===== config.mk =====
export PLATFORM = sky130hd
export DESIGN_NAME = dra_rx_alarm_irq
export DESIGN_NICKNAME = d
export VERILOG_FILES = /design/src/verilog/dra_pkg.sv /design/src/verilog/dra_rx_alarm_irq.sv /design/src/verilog/dra_oof_detect.sv /design/src/verilog/dra_ais_detect.sv
export SDC_FILE = /design/constraint.sdc
export NUM_CORES = 1
export LEC_CHECK = 0
export BUFFER_PORTS_ARGS = -buffer_cell sky130_fd_sc_hd__clkbuf_2
export CAP_MARGIN = 10
export CORE_MARGIN = 2
export CORE_UTILIZATION = 25
export CTS_CLUSTER_DIAMETER = 60
export DETAILED_ROUTE_END_ITERATION = 6
export SLEW_MARGIN = 5
export SYNTH_ARGS = -nofsm -noshare
export SYNTH_HDL_FRONTEND = slang
export SYNTH_SLANG_ARGS = --single-unit
export TNS_END_PERCENT = 5

===== constraint.sdc =====
create_clock -name i_clk -period 10.1 [get_ports i_clk]
set_input_delay 2.02 -clock i_clk [delete_from_list [all_inputs] [get_ports i_clk]]
set_output_delay 2.02 -clock i_clk [all_outputs]
set_load 0.03 [all_outputs]

===== src/verilog/dra_pkg.sv =====
// constants and types for the ds3 receive alarm interrupt block
package dra_pkg;
   localparam int unsigned ADDR_W        = 8;
   localparam logic [7:0]  IDX_CFG_STATE = 8'h10;
   localparam logic [7:0]  IDX_IRQ_EN    = 8'h12;
   localparam logic [7:0]  IDX_IRQ_STAT  = 8'h13;
   localparam int unsigned BIT_CP        = 7;
   localparam int unsigned BIT_LOS       = 6;
   localparam int unsigned BIT_AIS       = 5;
   localparam int unsigned BIT_IDLE      = 4;
   localparam int unsigned BIT_FERF      = 3;
   localparam int unsigned BIT_AIC       = 2;
   localparam int unsigned BIT_OOF       = 1;
   localparam int unsigned BIT_PERR      = 0;
   localparam int unsigned CFG_AIS       = 7;
   localparam int unsigned CFG_LOS       = 6;
   localparam int unsigned CFG_IDLE      = 5;
   localparam int unsigned CFG_OOF       = 4;
   localparam int unsigned CFG_RSVD      = 3;
   localparam logic [7:0]  RST_IRQ_EN    = 8'h00;
   localparam logic [7:0]  RST_IRQ_STAT  = 8'h00;
   localparam logic [2:0]  RST_CFG_SEL   = 3'h0;
   localparam int unsigned AIS_FRAMES    = 63;
   localparam int unsigned FBIT_WINDOW   = 16;
   localparam int unsigned OOF_THR_LOW   = 3;
   localparam int unsigned OOF_THR_HIGH  = 6;

   typedef struct packed {
      logic parity_framing;
      logic f_bit_sync_select;
      logic m_bit_sync_select;
   } dra_cfg_t;

   typedef struct packed {
      logic fbit_valid;
      logic fbit_err;
      logic frame_end;
      logic frame_ais;
      logic inframe_entry;
      logic signal_loss_state;
      logic idle_pattern_state;
      logic cp_err;
      logic ferf_change;
      logic aic_change;
      logic p_err;
   } dra_rx_t;

   typedef enum logic [1:0] {
      AIS_CLEAR = 2'b01,
      AIS_SET   = 2'b10
   } dra_ais_st_t;
endpackage


===== src/verilog/dra_rx_alarm_irq.sv =====
// ds3 receive alarm interrupt block with apb register slave
//
// The APB slave port was decided locally.
`timescale 1ns/1ps
module dra_rx_alarm_irq #(
   parameter int unsigned AIS_FRAMES  = dra_pkg::AIS_FRAMES,
   parameter int unsigned FBIT_WINDOW = dra_pkg::FBIT_WINDOW
) (
   input  wire logic                         i_clk,
   input  wire logic                         i_rst_n,
   input  wire logic                         i_psel,
   input  wire logic                         i_penable,
   input  wire logic                         i_pwrite,
   input  wire logic [dra_pkg::ADDR_W-1:0]   i_paddr,
   input  wire logic [31:0]                  i_pwdata,
   output logic      [31:0]                  o_prdata,
   output logic                              o_pready,
   output logic                              o_pslverr,
   input  wire dra_pkg::dra_rx_t             i_rx,
   output dra_pkg::dra_cfg_t                 o_cfg,
   output logic                              o_frame_loss_state,
   output logic                              o_alarm_signal_state,
   output logic                              o_ferf_send,
   output logic                              o_irq_n
);
   if (AIS_FRAMES < 2 || FBIT_WINDOW < dra_pkg::OOF_THR_HIGH)
   begin : g_bad
      $error("dra_rx_alarm_irq: unsupported parameters");
   end

   localparam logic [dra_pkg::ADDR_W-1:0] A_CFG  =
      dra_pkg::ADDR_W'({dra_pkg::IDX_CFG_STATE, 2'b00});
   localparam logic [dra_pkg::ADDR_W-1:0] A_EN   =
      dra_pkg::ADDR_W'({dra_pkg::IDX_IRQ_EN, 2'b00});
   localparam logic [dra_pkg::ADDR_W-1:0] A_STAT =
      dra_pkg::ADDR_W'({dra_pkg::IDX_IRQ_STAT, 2'b00});

   typedef enum logic [3:0] {
      SEL_CFG  = 4'b0001,
      SEL_EN   = 4'b0010,
      SEL_STAT = 4'b0100,
      SEL_NONE = 4'b1000
   } dra_sel_t;

   function automatic dra_sel_t decode(input logic [dra_pkg::ADDR_W-1:0] a);
      dra_sel_t s;
      s = SEL_NONE;
      if (a == A_CFG)
         s = SEL_CFG;
      else if (a == A_EN)
         s = SEL_EN;
      else if (a == A_STAT)
         s = SEL_STAT;
      return s;
   endfunction

   dra_pkg::dra_cfg_t cfg_q;
   logic [7:0]        en_q;
   logic [7:0]        stat_q;
   logic [7:0]        stat_d;
   logic [7:0]        rd_clear_mask_q;
   logic [31:0]       prdata_q;
   logic              pslverr_q;
   logic [7:0]        state_now;
   logic [7:0]        state_q;
   logic [7:0]        change;
   logic [7:0]        pulse_src;
   logic [7:0]        level_src;
   logic [7:0]        event_v;
   logic [7:0]        cfg_rd;
   logic              oof;
   logic              ais;
   logic              setup;
   logic              access;
   dra_sel_t          sel_setup;
   dra_sel_t          sel_access;

   assign setup      = i_psel && !i_penable;
   assign access     = i_psel && i_penable;
   assign sel_setup  = decode(i_paddr);
   assign sel_access = decode(i_paddr);

   dra_oof_detect #(
      .WINDOW   (FBIT_WINDOW),
      .THR_LOW  (dra_pkg::OOF_THR_LOW),
      .THR_HIGH (dra_pkg::OOF_THR_HIGH)
   ) u_oof (
      .i_clk              (i_clk),
      .i_rst_n            (i_rst_n),
      .i_fbit_valid       (i_rx.fbit_valid),
      .i_fbit_err         (i_rx.fbit_err),
      .i_thr_high         (cfg_q.f_bit_sync_select),
      .i_inframe_entry    (i_rx.inframe_entry),
      .o_frame_loss_state (oof)
   );

   dra_ais_detect #(
      .FRAMES (AIS_FRAMES)
   ) u_ais (
      .i_clk                (i_clk),
      .i_rst_n              (i_rst_n),
      .i_frame_end          (i_rx.frame_end),
      .i_frame_ais          (i_rx.frame_ais),
      .o_alarm_signal_state (ais)
   );

   // live alarm levels in status bit order, unused positions zero
   always_comb
   begin
      state_now                   = 8'h00;
      state_now[dra_pkg::BIT_LOS]  = i_rx.signal_loss_state;
      state_now[dra_pkg::BIT_AIS]  = ais;
      state_now[dra_pkg::BIT_IDLE] = i_rx.idle_pattern_state;
      state_now[dra_pkg::BIT_OOF]  = oof;
   end

   // single-cycle event sources
   always_comb
   begin
      pulse_src                   = 8'h00;
      pulse_src[dra_pkg::BIT_CP]   = i_rx.cp_err;
      pulse_src[dra_pkg::BIT_FERF] = i_rx.ferf_change;
      pulse_src[dra_pkg::BIT_AIC]  = i_rx.aic_change;
      pulse_src[dra_pkg::BIT_PERR] = i_rx.p_err;
   end

   assign level_src = 8'h00
                    | (8'h01 << dra_pkg::BIT_LOS)
                    | (8'h01 << dra_pkg::BIT_AIS)
                    | (8'h01 << dra_pkg::BIT_IDLE)
                    | (8'h01 << dra_pkg::BIT_OOF);

   always_ff @(posedge i_clk)
   begin
      if (!i_rst_n)
         state_q <= 8'h00;
      else
         state_q <= state_now;
   end

   // per-source event: edges of level sources, pulses for the rest
   for (genvar g = 0; g < 8; g++)
   begin : g_evt
      assign change[g]  = level_src[g] ? (state_now[g] ^ state_q[g]) : pulse_src[g];
      assign event_v[g] = change[g] && en_q[g];
   end

   always_ff @(posedge i_clk)
   begin
      if (!i_rst_n)
         en_q <= dra_pkg::RST_IRQ_EN;
      else if (access && i_pwrite && sel_access == SEL_EN)
         en_q <= i_pwdata[7:0];
   end

   always_ff @(posedge i_clk)
   begin
      if (!i_rst_n)
         cfg_q <= dra_pkg::dra_cfg_t'(dra_pkg::RST_CFG_SEL);
      else if (access && i_pwrite && sel_access == SEL_CFG)
         cfg_q <= dra_pkg::dra_cfg_t'(i_pwdata[2:0]);
   end

   always_comb
   begin
      stat_d = stat_q;
      if (access && !i_pwrite && sel_access == SEL_STAT)
         stat_d = stat_q & ~rd_clear_mask_q;
      stat_d = stat_d | event_v;
   end

   always_ff @(posedge i_clk)
   begin
      if (!i_rst_n)
         stat_q <= dra_pkg::RST_IRQ_STAT;
      else
         stat_q <= stat_d;
   end

   always_comb
   begin
      cfg_rd                    = {5'h00, cfg_q};
      cfg_rd[dra_pkg::CFG_AIS]  = ais;
      cfg_rd[dra_pkg::CFG_LOS]  = i_rx.signal_loss_state;
      cfg_rd[dra_pkg::CFG_IDLE] = i_rx.idle_pattern_state;
      cfg_rd[dra_pkg::CFG_OOF]  = oof;
      cfg_rd[dra_pkg::CFG_RSVD] = 1'b0;
   end

   // read data captured in the setup cycle
   always_ff @(posedge i_clk)
   begin
      if (!i_rst_n)
         prdata_q <= 32'h0000_0000;
      else if (setup && !i_pwrite)
      begin
         unique case (sel_setup)
            SEL_CFG:  prdata_q <= {24'h00_0000, cfg_rd};
            SEL_EN:   prdata_q <= {24'h00_0000, en_q};
            SEL_STAT: prdata_q <= {24'h00_0000, stat_q};
            SEL_NONE: prdata_q <= 32'h0000_0000;
         endcase
      end
   end

   always_ff @(posedge i_clk)
   begin
      if (!i_rst_n)
         rd_clear_mask_q <= 8'h00;
      else if (setup)
         rd_clear_mask_q <= (sel_setup == SEL_STAT && !i_pwrite) ? stat_q : 8'h00;
   end

   always_ff @(posedge i_clk)
   begin
      if (!i_rst_n)
         pslverr_q <= 1'b0;
      else if (setup)
         pslverr_q <= (sel_setup == SEL_NONE);
   end

   assign o_prdata  = prdata_q;
   assign o_pready  = access;
   assign o_pslverr = access && pslverr_q;

   assign o_cfg                = cfg_q;
   assign o_frame_loss_state   = oof;
   assign o_alarm_signal_state = ais;
   // ferf upon oof, and upon ais
   assign o_ferf_send          = oof || ais;
   // irq from enabled status, held until read
   assign o_irq_n              = ~|(stat_q & en_q);
endmodule // dra_rx_alarm_irq


===== src/verilog/dra_oof_detect.sv =====
// out-of-frame declaration over a sliding window of f-bits
`timescale 1ns/1ps
module dra_oof_detect #(
   parameter int unsigned WINDOW   = dra_pkg::FBIT_WINDOW,
   parameter int unsigned THR_LOW  = dra_pkg::OOF_THR_LOW,
   parameter int unsigned THR_HIGH = dra_pkg::OOF_THR_HIGH
) (
   input  wire logic i_clk,
   input  wire logic i_rst_n,
   input  wire logic i_fbit_valid,
   input  wire logic i_fbit_err,
   input  wire logic i_thr_high,
   input  wire logic i_inframe_entry,
   output logic      o_frame_loss_state
);
   if (WINDOW < 2 || WINDOW > 255 || THR_LOW == 0 || THR_HIGH > WINDOW || THR_LOW > WINDOW)
   begin : g_bad
      $error("dra_oof_detect: unsupported window or threshold");
   end

   logic [WINDOW-1:0] hist_q;
   logic              oof_q;
   logic [7:0]        thr;

   function automatic logic [7:0] ones(input logic [WINDOW-1:0] v);
      logic [7:0] n;
      n = 8'h00;
      for (int i = 0; i < WINDOW; i++)
      begin
         n = n + {7'h00, v[i]};
      end
      return n;
   endfunction

   assign thr = i_thr_high ? 8'(THR_HIGH) : 8'(THR_LOW);

   always_ff @(posedge i_clk)
   begin
      if (!i_rst_n || i_inframe_entry)
         hist_q <= '0;
      else if (i_fbit_valid)
         hist_q <= {hist_q[WINDOW-2:0], i_fbit_err};
   end

   always_ff @(posedge i_clk)
   begin
      if (!i_rst_n)
         oof_q <= 1'b0;
      else if (i_inframe_entry)
         oof_q <= 1'b0;
      else if (ones(hist_q) >= thr)
         oof_q <= 1'b1;
   end

   assign o_frame_loss_state = oof_q;
endmodule // dra_oof_detect


===== src/verilog/dra_ais_detect.sv =====
// ais declaration and clearing by consecutive frame counting
`timescale 1ns/1ps
module dra_ais_detect #(
   parameter int unsigned FRAMES = dra_pkg::AIS_FRAMES
) (
   input  wire logic i_clk,
   input  wire logic i_rst_n,
   input  wire logic i_frame_end,
   input  wire logic i_frame_ais,
   output logic      o_alarm_signal_state
);
   if (FRAMES < 1 || FRAMES > 4096)
   begin : g_bad
      $error("dra_ais_detect: unsupported frame count");
   end

   localparam int unsigned CW = $clog2(FRAMES + 1);

   dra_pkg::dra_ais_st_t st_q;
   logic [CW-1:0]        cnt_q;
   logic                 match;
   logic                 last;

   assign match = (st_q == dra_pkg::AIS_CLEAR) ? i_frame_ais : !i_frame_ais;
   assign last  = (cnt_q == CW'(FRAMES - 1));

   always_ff @(posedge i_clk)
   begin
      if (!i_rst_n)
         cnt_q <= '0;
      else if (i_frame_end)
         cnt_q <= (match && !last) ? cnt_q + CW'(1) : '0;
   end

   always_ff @(posedge i_clk)
   begin
      if (!i_rst_n)
         st_q <= dra_pkg::AIS_CLEAR;
      else if (i_frame_end && match && last)
      begin
         unique case (st_q)
            dra_pkg::AIS_CLEAR: st_q <= dra_pkg::AIS_SET;
            dra_pkg::AIS_SET:   st_q <= dra_pkg::AIS_CLEAR;
            default:            st_q <= dra_pkg::AIS_CLEAR;
         endcase
      end
   end

   assign o_alarm_signal_state = (st_q == dra_pkg::AIS_SET);
endmodule // dra_ais_detect


# --- Word-level counts from Yosys, hierarchy flattened ---
# Cells that the tools add are included.
# W data, S select, Z words.
word_totals:
  output_inout_bits: 41
  elab_cells: 90
  reg_bits: 89
op_classes:
  n_eq_ne: 10
  muxes: 10
  bitwise: 9
  reduce_logical: 31
  n_lt_le_gt_ge: 1
  add_sub_neg: 16
op_table:
  columns: ["operator", "n"]
  rows:
  - ["$pmux W32 S4", 1]
  - ["$add A8 B1 Y8", 14]
  - ["$eq A8 B7 Y1 const B", 3]
  - ["$logic_and A1 B1 Y1", 21]
  - ["$and A8 B8 Y8", 2]
  - ["$mux W8", 2]
  - ["$mux W4", 3]
  - ["$ge A8 B8 Y1", 1]
  - ["$not A8 Y8", 1]
  - ["$or A8 B8 Y8", 1]
  - ["$reduce_or A8 Y1", 1]
  - ["$add A6 B1 Y6 const B", 1]
  - ["$eq A6 B6 Y1 const B", 1]
  - ["$logic_not A1 Y1", 6]
  - ["$mux W6", 1]
  - ["$eq A4 B1 Y1 const B", 1]
  - ["$eq A4 B2 Y1 const B", 1]
  - ["$eq A4 B3 Y1 const B", 1]
  - ["$eq A4 B4 Y1 const B", 1]
  - ["$xor A1 B1 Y1", 4]
  - ["$mux W3", 1]
  - ["$add A1 B1 Y2", 1]
  - ["$eq A2 B1 Y1 const B", 1]
  - ["$eq A2 B2 Y1 const B", 1]
  - ["other kinds (5)", 6]

# --- Longest topological paths before layout ---
# Gate-level depths: netlist of the first run.
depth:
  depth_word: 16
  mapped_depth: 15

# --- Modules after synthesis ---
# Synthesis of the first run repeated with hierarchy kept, for this count alone.
hier_totals:
  cells_unflattened: 349
  hier_area_um2: 3455.8
modules_own_cells:
  columns: ["module", "n_inst", "cells_each", "area_per_inst_um2"]
  rows:
  - ["dra_rx_alarm_irq", 1, 197, 1953.1]
  - ["dra_oof_detect", 1, 102, 1051.0]
  - ["dra_ais_detect", 1, 50, 451.7]

# --- Worst setup path after synthesis of the first run ---
# No wires, ideal clock.
synth_path:
  path_type: "input -> output"
  startpoint: "input port i_psel"
  endpoint: "output port o_pslverr"
  t_required_ns: 8.080
  path_slack_ns: 5.741
  arrival_ns: 2.339
  path_buffers: 0
  stages: 1
  cell_sequence: "and3_1"
synth_via:
  elab_chain_cells: 2
synth_rtl:
  columns: ["element", "line_no", "text"]
  rows:
  - ["start: declaration", "dra_rx_alarm_irq.sv:11", "input wire logic i_psel,"]
  - ["$logic_and A1 B1 Y1", "dra_rx_alarm_irq.sv:79", "assign access = i_psel && i_penable;"]
  - ["$logic_and A1 B1 Y1", "dra_rx_alarm_irq.sv:224", "assign o_pslverr = access && pslverr_q;"]
  - ["end: declaration", "dra_rx_alarm_irq.sv:18", "output logic o_pslverr,"]
# No other way between the ends.

# --- Worst setup path in the final report of the first run ---
# Ends and elaborated chain as after synthesis.

==> flow_summary.json, run 1 <==
{
  "vias": 2513,
  "synth-edff-count": 0,
  "drc": 0,
  "crit_arrival_ns": 2.49,
  "antenna_found_initial": 0,
  "clk_latency_ns": 0.33,
  "totalWireLength_um": 7240,
  "r2r-end": "u_oof.o_frame_loss_state$_SDFFE_PP0P_",
  "die_y_um": 119,
  "row_count": 42,
  "finalCritPeriodShare_pct": 44.7,
  "drv_slew": 0,
  "criticalPathCategory": "in2out",
  "gp_congestion": 0.833,
  "antenna_cells": 0,
  "min_period_ns": 4.51,
  "finalSetupTns_ns": 0,
  "powerDensity_mw_per_mm2": 161,
  "drive_gt1_share_pct": 17.6,
  "relSlewSlack_pct": 44.3,
  "area_growth_pct": 18.5,
  "grt_usage_pct": 10.6,
  "placed_area_mm2": 0.00361,
  "cap_violations": 0,
  "clock_path_buffers": 2,
  "r2r_cells": 15,
  "cts_tree": "yes",
  "cts_hold_buf": 0,
  "max-vdd-ir-drop_mv": 0.0704,
  "htree_num_levels": 3,
  "wire_per_inst_um": 12.4,
  "clk_pin_slew_ns": 0.06,
  "hold_end": "pslverr_q$_SDFFE_PN0P_",
  "grt_max_degree": 27,
  "avgSynthCellArea_um2": 9.17,
  "grt_pass1_vias": 2441,
  "synth.ff_latch_count": 65,
  "core_area_mm2": 0.0131,
  "synth.distinct_cells": 43,
  "avgViaCountPerCell": 4.30,
  "cp.required_ns": 8.08,
  "syn_inst": 363,
  "numPortBuffers": 48,
  "skew_ns": 0.00477,
  "end_kind": "primary output",
  "dpl.hpwl_um": 5340,
  "worst_pin_slew_ns": 0.831,
  "die_x_um": 119,
  "cts_buffers": 9,
  "final_cell_mix": "dfxtp_1, clkbuf_2, nor2_1, inv_1, mux2i_1",
  "regToRegSetupSlack_ns": 5.82,
  "clock-sinks": 65,
  "rsz0062_at_grt": "no",
  "grt-ovfl-total": 0,
  "synth_area_mm2": 0.00333,
  "fin_area_mm2": 0.00394,
  "min_from": "pslverr_q$_SDFFE_PN0P_",
  "grt_pass1_wl_um": 11700,
  "ios": 97,
  "yosysWarnings": 0,
  "drt_iter0_drc": 98,
  "worstHoldPathCells": 2,
  "synth.top_cell.area_share_pct": 39.1,
  "synthArstFlopShare_pct": 0,
  "hold_path.class": "reg2reg",
  "drt-pass1-iter-count": 5,
  "finish.net_count": 478,
  "cp_max_fo": 6,
  "final_common_cell": "dfxtp_1",
  "crit_path_start_kind": "primary input",
  "synth.area.top_cells": "dfxtp_1, mux2i_1, fa_1, buf_4, nor2_1",
  "synth_top_area_cell": "dfxtp_1",
  "synth-seq-area-share_pct": 39.1,
  "timing.rr.start": "u_oof.hist_q[0]$_SDFFE_PP0P_",
  "setup_viol": 0,
  "dieArea_mm2": 0.0143,
  "hold_viol_final": 0,
  "clock_tree.root_cell": "clkbuf_16",
  "cts-resized-gates": 0,
  "ant_nets": 0,
  "post_cts_buffers": 0,
  "leakagePower_nw": 1.66,
  "outcome": "completed",
  "synthFlopType": "dfxtp_1",
  "start_util_pct": 25.3,
  "max_freq_mhz": 221
}
-- synthesized netlist by cell type, types with 2 or more instances --
master and instances:
nor2b_1 4, nor2_1 42, and2_1 6, and3_1 2, fa_1 10, nand2_1 24, or2_2 3, buf_2 2
a32o_1 7, nand3_1 3, nand2b_1 2, o211ai_1 2, xnor2_1 4, a21oi_1 11, dfxtp_1 65, a22oi_1 12
nand4_1 3, clkbuf_1 14, mux2i_1 35, ha_1 9, buf_4 25, xor2_1 7, inv_1 36, and4_1 2
o21ai_0 15
-- cells by family (layout without fill, tap and decap cells) --
family | Yosys count | after routing | synth area share, %
AO/OA/AOI/OAI | 53 | 53 | 10.7
XOR/XNOR | 11 | 11 | 2.89
adder cells (fa/ha/maj) | 19 | 19 | 9.40
buffers and inverters | 79 | 101 | 12.0
flip-flops | 65 | 65 | 39.1
multiplexers | 35 | 35 | 10.5
other | 1 | 24 | 0.113
AND/OR/NAND/NOR | 100 | 100 | 15.2
-- worst max-delay path, cell delays in order --
cell and delay, ns:
clkbuf_2 0.12, and3_1 0.16, clkbuf_2 0.19
-- where the power goes --
group	internal [mW]	total (mW)	leakage, nW	switching, mW
Combinational	0.0110	0.0404	0.981	0.0294
Clock	0.223	0.336	0.159	0.112
Sequential	0.258	0.259	0.525	0.00123
-- layer usage --
metal	track usage [%]	part of all wire, %	wire [µm]
met1	12.4	44	3200
met3	3.16	4.2	307
met4	4.49	1.4	100
met5	0	0	0
met2	17.9	50	3640
-- sequential cells by signal, summed over array words and instances (netlist names), 3 cells and up --
register and flops:
stat_q 8, en_q 8, rd_clear_mask_q 8, o_cfg 3
state_q 4, u_oof.hist_q 16, u_ais.cnt_q 6, o_prdata 8
-- cell type report --
| cell class | instances | area [µm²] |
|---|---|---|
| Multi-Input combinational cell | 242 | 1710 |
| Fill cell | 1390 | 9200 |
| Timing Repair Buffer | 48 | 240 |
| Clock buffer | 10 | 239 |
| Tap cell | 176 | 220 |
| Clock inverter | 6 | 90.1 |
| Inverter | 37 | 139 |
| Sequential cell | 65 | 1300 |
-- worst max-delay path by stage --
stage	from	endpoint	cells past startpoint
finish	i_psel	o_pslverr	3
global route	i_psel	o_pslverr	3
CTS	i_psel	o_pslverr	3
detailed placement	i_psel	o_pslverr	3
global placement	i_psel	o_pslverr	3
floorplan	i_psel	o_pslverr	1
-- per-stage QoR --
stage	hold WS (ns)	instances	setup slack, ns	power [mW]	utilization [%]
4_1_cts	0.492	584	5.58	0.645	30.0
3_5_place_dp	0.479	568	5.58	0.305	27.5
3_3_place_gp	0.459	568	5.59	0.305	27.5
5_1_grt	0.518	584	5.54	0.661	30.0
2_1_floorplan	0.443	386	5.74	0.301	-
6_report	0.490	584	5.59	0.635	30.0
No activity file was read; power rests on OpenSTA's default activity.
==> inputs of run 2 (changes only) <==
--- a/config.mk
+++ b/config.mk
@@ -5,6 +5,7 @@
 export SDC_FILE = /design/constraint.sdc
 export NUM_CORES = 1
 export LEC_CHECK = 0
+export ABC_AREA = 1
 export BUFFER_PORTS_ARGS = -buffer_cell sky130_fd_sc_hd__clkbuf_2
 export CAP_MARGIN = 10
 export CORE_MARGIN = 2
==> constraint.sdc (replaced) <==
create_clock -name i_clk -period 3.8 [get_ports i_clk]
set_input_delay 0.76 -clock i_clk [delete_from_list [all_inputs] [get_ports i_clk]]
set_output_delay 0.76 -clock i_clk [all_outputs]
set_load 0.03 [all_outputs]
==> flow_summary.json, run 2 <==
{
  "row_count": 43,
  "ant_nets": 0,
  "regMostFlops": "u_oof.hist_q",
  "final_cell_mix": "nand2_1, dfxtp_1, inv_1, clkbuf_2, nand3_1",
  "min_period_ns": 4.01,
  "power.internal_mw": 1.31,
  "skew_ns": 0.00872,
  "synth.top_cell.area_share_pct": 36.0,
  "area_growth_pct": 17.7,
  "hold_path.class": "reg2reg",
  "largest_reg_flops": 16,
  "post_cts_buffers": 0,
  "worst_pin_slew_ns": 0.717,
  "cap_violations": 0,
  "final_common_cell": "nand2_1",
  "max_freq_mhz": 249,
  "pre_cts_slack_ns": -0.289,
  "timing.rr.start": "u_oof.hist_q[1]$_SDFFE_PP0P_",
  "min_from": "rd_clear_mask_q[7]$_SDFFE_PN0P_",
  "seq_area_mm2": 0.00130,
  "cts_tree": "yes",
  "leakagePower_nw": 1.77,
  "numPortBuffers": 48,
  "powerDensity_mw_per_mm2": 419,
  "worstSetupStartpoint": "u_oof.hist_q[1]$_SDFFE_PP0P_",
  "synthFlopType": "dfxtp_1",
  "antenna_found_initial": 0,
  "fin_area_mm2": 0.00425,
  "setup_viol": 1,
  "crit_path_start_kind": "register",
  "setup_ws_ns": -0.210,
  "rsz0062_at_grt": "yes",
  "cts_buffers": 9,
  "fill_cells": 1533,
  "wire_per_inst_um": 11.8,
  "use_met1_pct": 14.8,
  "grt_pass1_wl_um": 13100,
  "criticalPathCategory": "reg2reg",
  "net-switching-power_mw": 0.466,
  "clk_latency_ns": 0.33,
  "die_y_um": 124,
  "cp_max_fo": 2,
  "seqPwrFrac_pct": 39.9,
  "dieArea_mm2": 0.0154,
  "grt_usage_pct": 10.6,
  "max-vdd-ir-drop_mv": 0.187,
  "drc": 0,
  "clock-sinks": 65,
  "end_kind": "register",
  "clock_path_buffers": 2,
  "syn_inst": 450,
  "swShare_pct": 26.2,
  "synth_area_mm2": 0.00361,
  "totalWireLength_um": 8060,
  "die_x_um": 124,
  "yosysWarnings": 0,
  "finish.net_count": 573,
  "power_frac_comb_pct": 12.8,
  "drt_iter0_drc": 110,
  "multi_input_area_mm2": 0.00194,
  "relSlewSlack_pct": 52.2,
  "htree_num_levels": 3,
  "synth-edff-count": 0,
  "slowest_delay_ns": 0.51,
  "grt_max_degree": 28,
  "placed_area_mm2": 0.00392,
  "fin_cells": 683,
  "hold_viol_final": 0,
  "synth.ff_latch_count": 65,
  "drv_slew": 0,
  "gp_congestion": 0.730,
  "grt-ovfl-total": 0,
  "core_area_mm2": 0.0140,
  "vias": 2833,
  "synth.distinct_cells": 37,
  "ys_top_cells_by_count": "nand2_1, dfxtp_1, inv_1, nand3_1, nor2_1",
  "drive_gt1_share_pct": 25.6,
  "grt.busiest_layer": "met2",
  "synth.most_common_cell": "nand2_1",
  "start_util_pct": 25.8,
  "ios": 97,
  "path_common_cell": "fa_1",
  "antenna_cells": 0,
  "outcome": "finished with violations",
  "synthArstFlopShare_pct": 0,
  "avgSynthCellArea_um2": 8.03,
  "drt-pass1-iter-count": 4,
  "synth-seq-area-share_pct": 36.0,
  "crit_slowest_cell": "fa_1",
  "avgViaCountPerCell": 4.15,
  "dp.cells": 667,
  "crit_arrival_ns": 4.24,
  "cp.required_ns": 4.03,
  "synth.area.top_cells": "dfxtp_1, nand2_1, buf_4, fa_1, nand3_1",
  "path_cells": "ha_4 > inv_2 > fa_1 > fa_1 > fa_1 > fa_1 > inv_1 > fa_2 > inv_2 > fa_2 > xnor2_2 > ha_1 > nand3b_1 > nand2_1 > nand3b_1 > nand2_1 > inv_1",
  "synth_top_area_cell": "dfxtp_1",
  "clock_tree.root_cell": "clkbuf_16",
  "grt_pass1_vias": 2629,
  "use_met2_pct": 14.9,
  "grtUsageMet3_pct": 3.61,
  "clk_pin_slew_ns": 0.06,
  "violations": "setup timing",
  "finalSetupTns_ns": -0.210,
  "cts_hold_buf": 0,
  "dpl.hpwl_um": 6050,
  "pwr-share-clk_pct": 47.2,
  "finalCritPeriodShare_pct": 106
}
==> run 2: changes by cell type after synthesis, moves of 5 or more <==
cell,delta
nand2_1,+43
nand3b_1,+5
a32o_1,-7
o21ai_0,+11
a22oi_1,-12
inv_1,+14
a21oi_1,+15
nand3_2,+17
nand3_1,+37
clkbuf_1,-11
and2_1,-6
a21oi_2,+16
mux2i_1,-35
==> run 2: area by class of cell <==
type / instances / share of cell area (%)
inverters: 53 / 4.68
flip-flops and latches: 65 / 30.7
repair buffers: 53 / 6.53
clock inverters: 5 / 1.27
multi-input cells: 316 / 45.6
well taps: 180 / 5.30
clock buffers: 11 / 5.94
==> run 2: through the flow <==
| step | hold WS, ns | power [mW] | util, % |
|---|---|---|---|
| detailed placement | 0.468 | 0.955 | 28.0 |
| finish | 0.478 | 1.78 | 30.4 |
| global route | 0.490 | 1.87 | 30.4 |
| CTS | 0.477 | 1.81 | 30.2 |
| floorplan | 0.439 | 0.914 | - |
| global placement | 0.462 | 0.950 | 28.0 |
==> run 2: what timing repair did <==
item                       4_1_cts  5_1_grt
hold endpoints to repair         0        0
gates resized for setup          2        5
setup endpoints to repair        1        1
==> run 2: path summary, 6_finish.rpt <==
check,endpoint,slack (ns),depth (start not counted)
setup / recovery,u_oof.o_frame_loss_state$_SDFFE_PP0P_,-0.21,17
setup reg to reg,u_oof.o_frame_loss_state$_SDFFE_PP0P_,-0.21,17
hold / removal,rd_clear_mask_q[7]$_SDFFE_PN0P_,0.48,2
hold reg to reg,rd_clear_mask_q[7]$_SDFFE_PN0P_,0.48,2
==> run 2: logic make-up after synthesis <==
logic type / synth area share (%)
xor gates and xnor gates: 2.42
buffers and inverters: 13.4
DFF: 36.0
and+or+nand+nor: 27.3
adders and majority gates: 8.66
AOI/OAI and AO/OA: 12.2
other: 0.104
==> run 2: power groups by stage <==
stage	sequential (mW)	clock [mW]	combinational [mW]
after floorplan	0.733	0	0.181
after global placement	0.725	0	0.225
after detailed placement	0.725	0	0.229
after CTS	0.711	0.870	0.231
after global routing	0.713	0.894	0.259
final	0.711	0.841	0.229
==> run 2: worst max-delay path: cells and delay by family (launching register included) <==
kind                       cells  cell delay (ns)
and+or+nand+nor                4             0.33
adders and majority gates      8             2.92
buffers and inverters          4             0.19
xor gates and xnor gates       1             0.14
DFF                            1             0.33
==> run 2: routing by layer <==
layer / share of wire [%] / routed length [µm] / vias up
met3: 5.3 / 427 / 7
met2: 41 / 3320 / 63
li1: - / - / 1500
met4: 1.3 / 103 / 0
met5: 0 / 0 / -
met1: 52 / 4200 / 1263
